$ cat src/dssr_pkg.sv
// shared constants, state codes and carrier structs for the device state status reporter
package dssr_pkg;

  // register map, byte addresses on the serial register port
  localparam logic [7:0] DSSR_ADDR_STATE_FLAGS = 8'h08;
  // reset value of the status byte before level overrides
  localparam logic [7:0] DSSR_STATE_FLAGS_RST = 8'h00;

  // field positions inside the status byte
  localparam int DSSR_POS_MODE_LSB = 0;
  localparam int DSSR_POS_FRESH = 3;
  localparam int DSSR_POS_EMPTY = 4;
  localparam int DSSR_POS_FULL = 5;
  localparam int DSSR_POS_LEVEL = 6;
  localparam int DSSR_POS_PEND = 7;

  // latched flags of the interrupt flag register that feed the summary
  localparam int DSSR_IRQ_FLAG_LSB = 2;
  localparam int DSSR_IRQ_FLAG_MSB = 7;

  // heartbeat transitions allowed before the reported state follows a command
  localparam logic [1:0] DSSR_HB_MAX_TRANS = 2'h3;
  // transitions actually waited, one inside the allowed bound
  localparam logic [1:0] DSSR_HB_APPLY_TRANS = 2'h2;

  // sample queue geometry
  localparam int DSSR_QUEUE_DEPTH = 32;
  localparam int DSSR_QCNT_W = $clog2(DSSR_QUEUE_DEPTH + 1);
  localparam int DSSR_THR_W = 5;

  // burst length code that means sample until told otherwise
  localparam logic [7:0] DSSR_BURST_CONTINUOUS = 8'hFF;
  localparam logic [7:0] DSSR_BURST_ONE = 8'h01;

  // operating states as reported in the low three bits
  typedef enum logic [2:0] {
    DSSR_LOWEST_POWER_STATE = 3'b000,
    DSSR_IDLE_STATE = 3'b001,
    DSSR_ACTIVITY_WATCH_STATE = 3'b010,
    DSSR_RSVD_A = 3'b011,
    DSSR_RSVD_B = 3'b100,
    DSSR_CONTINUOUS_SAMPLING_STATE = 3'b101,
    DSSR_COMBINED_WATCH_SAMPLING_STATE = 3'b110,
    DSSR_TRIGGERED_BURST_STATE = 3'b111
  } dssr_mode_t;

  // status byte layout, msb first
  typedef struct packed {
    logic irq_outstanding_flag;
    logic queue_level_flag;
    logic queue_full_flag;
    logic queue_empty_flag;
    logic fresh_sample_flag;
    dssr_mode_t mode;
  } dssr_status_t;

  // block enables derived from the reached state
  typedef struct packed {
    logic clk_run;
    logic watch_run;
    logic xyz_run;
    logic queue_run;
  } dssr_enables_t;

  // whole state of the reporter
  typedef struct packed {
    dssr_mode_t pend_mode;
    logic pend_vld;
    logic [1:0] hb_cnt;
    logic [7:0] burst_cnt;
    dssr_status_t status;
    dssr_enables_t en;
    logic [7:0] rdata;
  } dssr_top_st_t;

  // whole state of the heartbeat synchroniser
  typedef struct packed {
    logic sync_a;
    logic sync_b;
    logic last;
    logic edge_seen;
  } dssr_sync_st_t;

endpackage : dssr_pkg

$ cat src/dssr_edge_sync.sv
// two-flop synchroniser with transition detect for the heartbeat pin
`timescale 1ns/1ps
`default_nettype none
module dssr_edge_sync
  import dssr_pkg::*;
(
  input wire logic clk_sys_i,
  input wire logic reset_n_i,
  input wire logic async_i,
  output logic level_o,
  output logic trans_o
);

  // registered state and its next value
  dssr_sync_st_t st_ff;
  dssr_sync_st_t nxt_st;

  // first stage feeds only the second; edge compares stage two with its delay
  always_comb begin
    nxt_st = st_ff;
    nxt_st.sync_a = async_i;
    nxt_st.sync_b = st_ff.sync_a;
    nxt_st.last = st_ff.sync_b;
    nxt_st.edge_seen = st_ff.sync_b ^ st_ff.last;
  end

  // constants only under reset
  always_ff @(posedge clk_sys_i or negedge reset_n_i) begin
    if (!reset_n_i) begin
      st_ff <= '0;
    end else begin
      st_ff <= nxt_st;
    end
  end

  assign level_o = st_ff.last;
  assign trans_o = st_ff.edge_seen;

endmodule : dssr_edge_sync
`default_nettype wire

$ cat src/dssr_top.sv
// device state and status byte reporter with its register read port
`timescale 1ns/1ps
`default_nettype none

// Contract
// - reported state follows command within three transitions
// - lowest power reads 000, idle reads 001
// - watch reads 010, activity moves to continuous
// - continuous reads 101, xyz on, watch off
// - combined reads 110, watch xyz queue on
// - burst reads 111, counted burst returns lowest
// - fresh sample bit three set, cleared on read
// - empty bit four level, one after reset
// - full bit five when 32 slots used
// - level bit six when count reaches threshold
// - bit seven is OR of latched flags
// - flags only set while enable is one; here fresh sets on any sample, bit seven ORs irq_flags_i ungated
// - status read-only, writes change nothing
module dssr_top
  import dssr_pkg::*;
#(
  parameter int QUEUE_DEPTH = DSSR_QUEUE_DEPTH
) (
  input wire logic clk_sys_i,
  input wire logic reset_n_i,
  // heartbeat clock pin, sampled here
  input wire logic heartbeat_i,
  // mode command strobe from the mode register logic
  input wire logic cmd_wr_i,
  input wire logic [2:0] cmd_mode_i,
  // activity detected by the watch circuitry
  input wire logic activity_i,
  // new sample written to queue or output registers
  input wire logic sample_wr_i,
  // burst length, 1 to 254, 8'hFF continuous
  input wire logic [7:0] burst_len_i,
  // queue occupancy and programmed threshold
  input wire logic [DSSR_QCNT_W-1:0] queue_count_i,
  input wire logic [DSSR_THR_W-1:0] queue_thresh_i,
  // latched interrupt flag register contents
  input wire logic [7:0] irq_flags_i,
  // register port of the serial interface
  input wire logic rd_en_i,
  input wire logic wr_en_i,
  input wire logic [7:0] addr_i,
  input wire logic [7:0] wdata_i,
  output logic [7:0] rdata_o,
  // status byte and state enables
  output logic [7:0] state_flags_o,
  output logic [2:0] state_o,
  output logic clk_run_o,
  output logic watch_run_o,
  output logic xyz_run_o,
  output logic queue_run_o
);

  // reset image: lowest power, queue empty, everything else clear
  localparam dssr_top_st_t ST_RST = '{
    pend_mode: DSSR_LOWEST_POWER_STATE,
    pend_vld: 1'b0,
    hb_cnt: 2'h0,
    burst_cnt: 8'h00,
    status: '{
      irq_outstanding_flag: 1'b0,
      queue_level_flag: 1'b0,
      queue_full_flag: 1'b0,
      queue_empty_flag: 1'b1,
      fresh_sample_flag: 1'b0,
      mode: DSSR_LOWEST_POWER_STATE
    },
    en: '{clk_run: 1'b0, watch_run: 1'b0, xyz_run: 1'b0, queue_run: 1'b0},
    rdata: DSSR_STATE_FLAGS_RST
  };

  // registered state and its next value
  dssr_top_st_t st_ff;
  dssr_top_st_t nxt_st;
  // heartbeat transition pulse on the system clock
  logic hb_trans;
  // status register selected by a read
  logic rd_hit;
  // threshold widened to the queue count width
  logic [DSSR_QCNT_W-1:0] thr_ext;
  // command code is one of the six legal states
  logic cmd_legal;
  // the sample written now is the last of the burst
  logic burst_last;

  // heartbeat comes from another domain, so it is synchronised first
  dssr_edge_sync u_hb_sync (
    .clk_sys_i(clk_sys_i),
    .reset_n_i(reset_n_i),
    .async_i(heartbeat_i),
    .level_o(),
    .trans_o(hb_trans)
  );

  // state enables for a given state code
  function automatic dssr_enables_t enables_of(input dssr_mode_t m);
    dssr_enables_t e;
    e = '0;
    unique case (m)
      DSSR_LOWEST_POWER_STATE: begin
        e = '0;
      end
      DSSR_IDLE_STATE: begin
        e.clk_run = 1'b1;
      end
      DSSR_ACTIVITY_WATCH_STATE: begin
        // queue stays idle while only watching
        e.clk_run = 1'b1;
        e.watch_run = 1'b1;
      end
      DSSR_CONTINUOUS_SAMPLING_STATE: begin
        e.clk_run = 1'b1;
        e.xyz_run = 1'b1;
        e.queue_run = 1'b1;
      end
      DSSR_COMBINED_WATCH_SAMPLING_STATE: begin
        e.clk_run = 1'b1;
        e.watch_run = 1'b1;
        e.xyz_run = 1'b1;
        e.queue_run = 1'b1;
      end
      DSSR_TRIGGERED_BURST_STATE: begin
        e.clk_run = 1'b1;
        e.xyz_run = 1'b1;
        e.queue_run = 1'b1;
      end
      default: begin
        // reserved codes never reach the state, fall back to off
        e = '0;
      end
    endcase
    return e;
  endfunction : enables_of

  // decode helpers
  always_comb begin
    rd_hit = rd_en_i && (addr_i == DSSR_ADDR_STATE_FLAGS);
    thr_ext = {{(DSSR_QCNT_W-DSSR_THR_W){1'b0}}, queue_thresh_i};
    cmd_legal = (cmd_mode_i != DSSR_RSVD_A) && (cmd_mode_i != DSSR_RSVD_B);
    // zero length is taken as a single sample
    burst_last = (burst_len_i != DSSR_BURST_CONTINUOUS) &&
                 ((st_ff.burst_cnt + 8'h01) >= ((burst_len_i == 8'h00) ? DSSR_BURST_ONE : burst_len_i));
  end

  // next state of the whole reporter
  always_comb begin
    nxt_st = st_ff;

    // command held until heartbeat transitions pass
    if (cmd_wr_i && cmd_legal) begin
      // a newer command restarts the wait
      nxt_st.pend_mode = dssr_mode_t'(cmd_mode_i);
      nxt_st.pend_vld = 1'b1;
      nxt_st.hb_cnt = 2'h0;
    end else if (st_ff.pend_vld && hb_trans) begin
      if (st_ff.hb_cnt + 2'h1 >= DSSR_HB_APPLY_TRANS) begin
        nxt_st.status.mode = st_ff.pend_mode;
        nxt_st.pend_vld = 1'b0;
        nxt_st.hb_cnt = 2'h0;
        nxt_st.burst_cnt = 8'h00;
      end else begin
        nxt_st.hb_cnt = st_ff.hb_cnt + 2'h1;
      end
    end

    // autonomous moves only when no command lands this cycle
    if ((cmd_wr_i && cmd_legal) ||
        !(st_ff.pend_vld && hb_trans && (st_ff.hb_cnt + 2'h1 >= DSSR_HB_APPLY_TRANS))) begin
      if ((st_ff.status.mode == DSSR_ACTIVITY_WATCH_STATE) && activity_i) begin
        nxt_st.status.mode = DSSR_CONTINUOUS_SAMPLING_STATE;
      end
      // counted burst ends in lowest power
      if ((st_ff.status.mode == DSSR_TRIGGERED_BURST_STATE) && sample_wr_i) begin
        if (burst_last) begin
          nxt_st.status.mode = DSSR_LOWEST_POWER_STATE;
          nxt_st.burst_cnt = 8'h00;
        end else if (burst_len_i != DSSR_BURST_CONTINUOUS) begin
          nxt_st.burst_cnt = st_ff.burst_cnt + 8'h01;
        end
      end
    end

    nxt_st.en = enables_of(nxt_st.status.mode);

    // fresh flag, set wins over read clear
    if (sample_wr_i) begin
      nxt_st.status.fresh_sample_flag = 1'b1;
    end else if (rd_hit) begin
      nxt_st.status.fresh_sample_flag = 1'b0;
    end

    nxt_st.status.queue_empty_flag = (queue_count_i == '0);
    // full when every slot holds a sample
    nxt_st.status.queue_full_flag =
      (queue_count_i >= DSSR_QCNT_W'(QUEUE_DEPTH));
    nxt_st.status.queue_level_flag = (queue_count_i >= thr_ext);
    // flags arrive already gated by their enables
    nxt_st.status.irq_outstanding_flag =
      |irq_flags_i[DSSR_IRQ_FLAG_MSB:DSSR_IRQ_FLAG_LSB];

    // read data shows the byte before this read clears anything
    // writes never reach the status byte
    if (rd_hit) begin
      nxt_st.rdata = st_ff.status;
    end else if (rd_en_i) begin
      // unmapped here, reads zero
      nxt_st.rdata = 8'h00;
    end
  end

  // single register stage for all state
  always_ff @(posedge clk_sys_i or negedge reset_n_i) begin
    if (!reset_n_i) begin
      st_ff <= ST_RST;
    end else begin
      st_ff <= nxt_st;
    end
  end

  // outputs straight from the state flops
  assign rdata_o = st_ff.rdata;
  assign state_flags_o = st_ff.status;
  assign state_o = st_ff.status.mode;
  assign clk_run_o = st_ff.en.clk_run;
  assign watch_run_o = st_ff.en.watch_run;
  assign xyz_run_o = st_ff.en.xyz_run;
  assign queue_run_o = st_ff.en.queue_run;

  // checks on the reporter
  a_hb_wait_bound: assert property (
    @(posedge clk_sys_i) disable iff (!reset_n_i)
    st_ff.pend_vld |-> (st_ff.hb_cnt < DSSR_HB_MAX_TRANS))
    else $error("heartbeat wait exceeded bound");

  a_cmd_applied: assert property (
    @(posedge clk_sys_i) disable iff (!reset_n_i)
    (st_ff.pend_vld && hb_trans && !cmd_wr_i && (st_ff.hb_cnt == 2'h1))
    |=> (st_ff.status.mode == $past(st_ff.pend_mode)) && !st_ff.pend_vld)
    else $error("command state not reported after heartbeat wait");

  a_sleep_dark: assert property (
    @(posedge clk_sys_i) disable iff (!reset_n_i)
    (state_o == DSSR_LOWEST_POWER_STATE) |-> !clk_run_o && !xyz_run_o && !watch_run_o)
    else $error("lowest power state with activity");

  a_watch_wake: assert property (
    @(posedge clk_sys_i) disable iff (!reset_n_i)
    ((state_o == DSSR_ACTIVITY_WATCH_STATE) && activity_i && !st_ff.pend_vld)
    |=> (state_o == DSSR_CONTINUOUS_SAMPLING_STATE) && xyz_run_o)
    else $error("activity did not move watch to continuous");

  a_cont_nowatch: assert property (
    @(posedge clk_sys_i) disable iff (!reset_n_i)
    (state_o == DSSR_CONTINUOUS_SAMPLING_STATE) |-> xyz_run_o && !watch_run_o)
    else $error("continuous state enables wrong");

  a_combined_all: assert property (
    @(posedge clk_sys_i) disable iff (!reset_n_i)
    (state_o == DSSR_COMBINED_WATCH_SAMPLING_STATE) |-> watch_run_o && xyz_run_o && queue_run_o)
    else $error("combined state enables wrong");

  a_burst_single: assert property (
    @(posedge clk_sys_i) disable iff (!reset_n_i)
    ((state_o == DSSR_TRIGGERED_BURST_STATE) && !st_ff.pend_vld && sample_wr_i
     && (burst_len_i == DSSR_BURST_ONE)) |=> (state_o == DSSR_LOWEST_POWER_STATE))
    else $error("single sample burst did not end");

  a_no_reserved: assert property (
    @(posedge clk_sys_i) disable iff (!reset_n_i)
    (state_o != DSSR_RSVD_A) && (state_o != DSSR_RSVD_B))
    else $error("reserved state code reported");

  a_fresh_read: assert property (
    @(posedge clk_sys_i) disable iff (!reset_n_i)
    (sample_wr_i |=> state_flags_o[DSSR_POS_FRESH]) and
    ((rd_hit && !sample_wr_i) |=> !state_flags_o[DSSR_POS_FRESH]))
    else $error("fresh sample flag wrong");

  a_empty_level: assert property (
    @(posedge clk_sys_i) disable iff (!reset_n_i)
    ##1 state_flags_o[DSSR_POS_EMPTY] == ($past(queue_count_i) == '0))
    else $error("empty flag does not follow count");

  a_full_level: assert property (
    @(posedge clk_sys_i) disable iff (!reset_n_i)
    (queue_count_i == DSSR_QCNT_W'(QUEUE_DEPTH)) |=> state_flags_o[DSSR_POS_FULL])
    else $error("full flag missing at depth");

  a_level_thresh: assert property (
    @(posedge clk_sys_i) disable iff (!reset_n_i)
    (queue_count_i < thr_ext) |=> !state_flags_o[DSSR_POS_LEVEL])
    else $error("level flag set below threshold");

  a_pend_or: assert property (
    @(posedge clk_sys_i) disable iff (!reset_n_i)
    ##1 state_flags_o[DSSR_POS_PEND] == $past(|irq_flags_i[7:2]))
    else $error("pending summary not OR of flags");

  a_write_inert: assert property (
    @(posedge clk_sys_i) disable iff (!reset_n_i)
    (wr_en_i && !rd_en_i) |=> (rdata_o == $past(rdata_o)))
    else $error("write disturbed read data");

  // main scenarios
  c_burst_end: cover property (@(posedge clk_sys_i) disable iff (!reset_n_i)
    (state_o == DSSR_TRIGGERED_BURST_STATE) ##1 (state_o == DSSR_LOWEST_POWER_STATE));
  c_watch_wake: cover property (@(posedge clk_sys_i) disable iff (!reset_n_i)
    (state_o == DSSR_ACTIVITY_WATCH_STATE) ##1 (state_o == DSSR_CONTINUOUS_SAMPLING_STATE));
  c_fresh_clash: cover property (@(posedge clk_sys_i) disable iff (!reset_n_i)
    rd_hit && sample_wr_i);
  c_queue_full: cover property (@(posedge clk_sys_i) disable iff (!reset_n_i)
    state_flags_o[DSSR_POS_FULL]);

endmodule : dssr_top
`default_nettype wire

$ cat config.mk
export PLATFORM = sky130hd
export DESIGN_NAME = dssr_top
export DESIGN_NICKNAME = d
export VERILOG_FILES = /design/src/dssr_pkg.sv /design/src/dssr_edge_sync.sv /design/src/dssr_top.sv
export SDC_FILE = /design/constraint.sdc
export NUM_CORES = 1
export LEC_CHECK = 0
export BUFFER_PORTS_ARGS = -buffer_cell sky130_fd_sc_hd__buf_2
export CAP_MARGIN = 20
export CORE_ASPECT_RATIO = 0.8
export CORE_MARGIN = 2
export CORE_UTILIZATION = 45
export DETAILED_ROUTE_END_ITERATION = 8
export PLACE_DENSITY = 0.72
export SLEW_MARGIN = 20
export SYNTH_ARGS = -nofsm -noshare
export SYNTH_HDL_FRONTEND = slang
export SYNTH_HIERARCHICAL = 1
export SYNTH_SLANG_ARGS = --single-unit
$ cat constraint.sdc
create_clock -name clk_sys_i -period 4.35 [get_ports clk_sys_i]
set_input_delay 0.435 -clock clk_sys_i [delete_from_list [all_inputs] [get_ports clk_sys_i]]
set_output_delay 0.435 -clock clk_sys_i [all_outputs]
set_load 0.01 [all_outputs]
* Word-level counts from Yosys, hierarchy flattened *
Index checks and enable logic that the tools add are counted.

cells by class
  reduce and logical (&&, ||, !) cells = 21
  multiplexer cells = 25
  equality and inequality tests = 11
  bitwise gates (word level) = 1
  add/sub/neg operators = 2
  $lt $le $gt $ge = 4

operator list
  operator                                                number
  two-way mux 8 bit                                       9
  two-way mux 3 bit                                       8
  == test 3 bit (second input constant)                   4
  two-way mux 11 bit                                      1
  adder 8 x 1 -> 8 bit (second input constant)            1
  == test 8 x 4 -> 1 bit (second input constant)          1
  >= comparator 8 bit                                     1
  logical AND 1 bit                                       8
  zero test 8 bit                                         1
  inequality test 8 bit (second input constant)           1
  nonzero test 2 bit                                      4
  == test 3 x 2 -> 1 bit (second input constant)          2
  >= comparator 6 x 5 -> 1 bit                            1
  >= comparator 6 bit (second input constant)             1
  zero test 6 bit                                         1
  OR reduction 6 bit                                      1
  two-way mux 1 bit                                       5
  OR reduction 5 bit                                      1
  two-way mux 2 bit                                       2
  == test 3 x 1 -> 1 bit (second input constant)          1
  inequality test 3 x 2 -> 1 bit (second input constant)  1
  inequality test 3 bit (second input constant)           1
  OR reduction 3 bit                                      1
  adder 2 x 1 -> 2 bit (second input constant)            1
  other kinds (6)                                         6

word-level totals
  register bits after elaboration = 38
  output and inout bits = 23
  logic and storage cells = 83
  input port bits = 54

* Longest topological paths before layout *
  depth after elaboration = 12
  depth in mapped cells = 11
  mapped depth without buffers = 10

* Modules after synthesis *
Netlist, hierarchy kept.

by module, submodules not included
  module          area an instance (um^2)  cells each  times used
  dssr_top        2098.3                   241         1
  dssr_edge_sync  108.9                    5           1

* Least setup slack after synthesis *
No wires, ideal clock.

  path type = flip-flop to flip-flop
  start point = reg st_ff[20] (netlist name)
  end point = reg st_ff, in the netlist clk_run_o
  cell stages (with the launch flop) = 12
  arrival time = 2.233 ns
  data required time = 4.249 ns
  setup slack = 2.016 ns
  clock period less this slack = 2.334 ns
  setup time = 0.101 ns
  path through = dfrtp_1 ha_1 nand3_1 or2_2 xnor2_1 ha_1 nand2_1 o21ai_0 a21oi_1 buf_2 nor2_1 o32ai_1

RTL lines
  what                    RTL line         text
  start, declared         dssr_top.sv:76   dssr_top_st_t st_ff;
  start signal, assigned  dssr_top.sv:219  st_ff <= nxt_st;

==> results.py <==
metrics = {
    "synth": {
        "synthCells": 246,
        "yosys.cell_types.count": 42,
        "ys_ff_latch": 37,
        "synthArstFlopShare": 1.00,
        "synth_top_area_cell": "dfrtp_1",
        "synth_top_cell_area_share": 0.408,
        "syn_avg_cell_area_um2": 8.97,
        "synth_warnings": 6,
        "syn-num-nets": 315,
        "synth_edf_count": 0,
        "yosys-top-cells-area": "dfrtp_1 41%, ha_1 8.5%, buf_4 7.1%, nand2_1 6.1%, inv_1 4.8%",
        "seq_area_frac_synth": 0.420,
        "syn_area_um2": 2210,
        "ys.flop_type": "dfrtp_1",
    },
    "die": {
        "initial_core_util": 0.474,
        "design.portCount": 77,
        "fp.coreArea_um2": 4650,
        "rows": 22,
        "die_w_um": 82.3,
        "die_y_um": 66.6,
        "dieArea_um2": 5480,
    },
    "critical_path": {
        "critPathKind": "reg2reg",
        "worstSetupStartpointType": "flip-flop",
        "worstSetupEndpoint": "st_ff[23]$_DFF_PN0_",
        "r2r_end": "st_ff[23]$_DFF_PN0_",
        "worstPathRequired_ns": 4.54,
        "reg2reg_slack_ns": 1.18,
        "r2r_start": "st_ff[20]$_DFF_PN0_",
        "cp-end-kind": "flip-flop",
        "cp.arrival_ns": 3.37,
        "crit_start": "st_ff[20]$_DFF_PN0_",
        "critPathMaxFanout": 11,
        "reg2regPathDepth": 10,
    },
    "pwr": {
        "p_sw_mw": 0.297,
        "p_clk_frac": 0.260,
        "combPwrFrac": 0.253,
        "power_frac_seq": 0.486,
        "p_total_mw": 0.892,
        "cellPowerDensity_nw_per_um2": 354,
        "p_leak_nw": 1.25,
        "internal_power_mw": 0.595,
        "swShare": 0.333,
        "ir_drop_mv": 0.222,
    },
    "grt": {
        "grt_first_pass_wirelength_mm": 7.44,
        "antenna_found_initial": 0,
        "grt_pass1_vias": 1687,
        "grt_max_degree": 38,
        "grt-ovfl-total": 0,
        "grt_use_total": 0.177,
    },
    "sta": {
        "fmax_mhz": 315,
        "setup_violations": 0,
        "tightest_slew_ns": 0.855,
        "setup_ws_ns": 1.18,
        "post-route-period-util": 0.730,
        "clock_skew_ns": 0.00863,
        "slew_headroom": 0.430,
        "rsz0062_at_grt": "no",
        "setup_tns_ns": 0,
        "period_minus_slack_ns": 3.17,
        "hold_violations": 0,
        "slew_violations": 0,
    },
    "drt": {
        "drt_wl_total_mm": 4.35,
        "post_drt_via_cell_ratio": 5.06,
        "drtIter0Drc": 101,
        "vias": 1796,
        "drc": 0,
        "route.detailed.wl_per_inst_um": 12.2,
        "dr.pass1.iters": 4,
        "final_antenna_net_count": 0,
    },
    "placed_design": {
        "port-buffer-count": 65,
        "dp_hpwl_mm": 3.26,
        "gp_congestion": 0.845,
        "placed_area_um2": 2430,
        "preCtsSetupSlack_ns": 1.30,
    },
    "layout": {
        "area_delta_synth_final_pct": 14.2,
        "fin_nets": 363,
        "drive_gt1_frac": 0.275,
        "design_area_um2": 2520,
        "antenna_cells": 0,
    },
    "hold_path": {
        "hp-class": "in2async",
    },
    "flow_run": {
        "maxCapViolCount": 0,
    },
    "clocking": {
        "cts_buffers": 5,
        "ctsHtreeMaxLevel": 2,
        "cts_resized": 0,
        "hold_buffers": 0,
        "clock_path_buffers": 2,
        "cts_tree": "built",
        "clkLatencyLatePin_ns": 0.28,
        "clkSinkCount": 37,
        "post_cts_buffers": 0,
        "cts.clk_slew.worst_paths_ns": 0.08,
        "root_buffer": "clkbuf_8",
    },
    "outcome": {
        "status": "finished clean",
    },
}
## worst max-delay path, cell delays in order, from the launching register on
cell,delay [ns]
dfrtp_1,0.42
ha_1,0.24
nand3_1,0.17
or2_2,0.37
xnor2_1,0.14
ha_1,0.29
nand2_1,0.08
o21ai_0,0.09
a21oi_1,0.67
nand2_1,0.36
o22ai_1,0.27
## power by group through the flow
stage	sequential, mW	combinational, mW	clock, mW
after floorplan	0.433	0.170	0
after global placement	0.437	0.221	0
final	0.434	0.226	0.232
after CTS	0.432	0.228	0.235
after detailed placement	0.439	0.227	0
after global routing	0.441	0.265	0.253
## flip-flops by register name (all words and copies together), names as in the netlist
register,cells
st_ff,14
clk_run_o,1
rdata_o,8
queue_run_o,1
watch_run_o,1
u_hb_sync/level_o,1
state_o,3
u_hb_sync/trans_o,1
u_hb_sync/nxt_st,2
state_flags_o,5
## through the flow
stage               utilization  hold WS, ns  cells
floorplan                     -        0.139    246
global placement          0.522        0.337    346
detailed placement        0.523        0.342    347
CTS                       0.542        0.253    355
global route              0.542        0.248    355
finish                    0.542        0.227    355
## synthesized netlist by cell type (all sizes together), types with 2 or more instances
library cell  instances
inv                  28
clkbuf                2
o32ai                 2
nor2b                 2
nor4                  3
nand4                 3
nand3b                3
xnor2                 5
or2                   2
nor2                  6
nand2b                3
and4                  2
xor2                  2
or3                   6
buf                  23
and3                  2
nand3                 7
a21o                  3
o21ai                17
nor3                  2
nand2                36
a211oi                3
dfrtp                36
ha                   15
a21oi                14
o22ai                 6
## how the worst min path moves through the flow
| stage | from | end |
|---|---|---|
| CTS | reset_n_i | rdata_o[3]$_DFFE_PN0P_ |
| finish | reset_n_i | rdata_o[3]$_DFFE_PN0P_ |
| global route | heartbeat_i | u_hb_sync/nxt_st[2]$_DFF_PN0_ |
| floorplan | reset_n_i | clk_run_o$_DFF_PN0_ |
| global placement | u_hb_sync/nxt_st[2]$_DFF_PN0_ | u_hb_sync/nxt_st[1]$_DFF_PN0_ |
| detailed placement | u_hb_sync/nxt_st[2]$_DFF_PN0_ | u_hb_sync/nxt_st[1]$_DFF_PN0_ |
## cells in the final DEF, fill, tap and decap left out, types with 3 or more instances in the layout
cell type,count
nand2b_1,3
buf_2,65
nand3b_1,3
nor2_1,6
a21o_1,3
nand4_1,3
ha_1,15
o22ai_1,6
inv_1,28
dfrtp_1,36
clkbuf_8,5
a21oi_1,14
nand3_1,7
xnor2_1,5
nand2_1,36
or3_1,6
nor4_1,3
a211oi_1,3
o21ai_0,17
## kinds of logic (layout without fill, tap and decap cells)
kind of cell	count (synthesis)	in the layout	share of synthesized area
muxes	1	1	0.00510
adders and majority gates	15	15	0.0850
buffers and inverters	53	102	0.130
and+or+nand+nor	79	79	0.181
xor gates and xnor gates	7	7	0.0278
AOI/OAI and AO/OA	54	54	0.151
DFF	37	37	0.420
## layer usage
metal | part of all wire | global-route usage | up-vias
li1 | - | - | 922
met1 | 0.50 | 0.244 | 826
met2 | 0.44 | 0.287 | 46
met3 | 0.059 | 0.0379 | 2
met4 | 0.0037 | 0.0375 | 0
met5 | 0 | 0 | -
## layout make-up
type | count | area (um^2)
Sequential cell | 37 | 927
Timing Repair Buffer | 66 | 333
Inverter | 28 | 105
Fill cell | 431 | 2130
Clock buffer | 5 | 68.8
Clock inverter | 3 | 17.5
Tap cell | 60 | 75.1
Multi-Input combinational cell | 156 | 993
(Power assumes the default switching activity.)
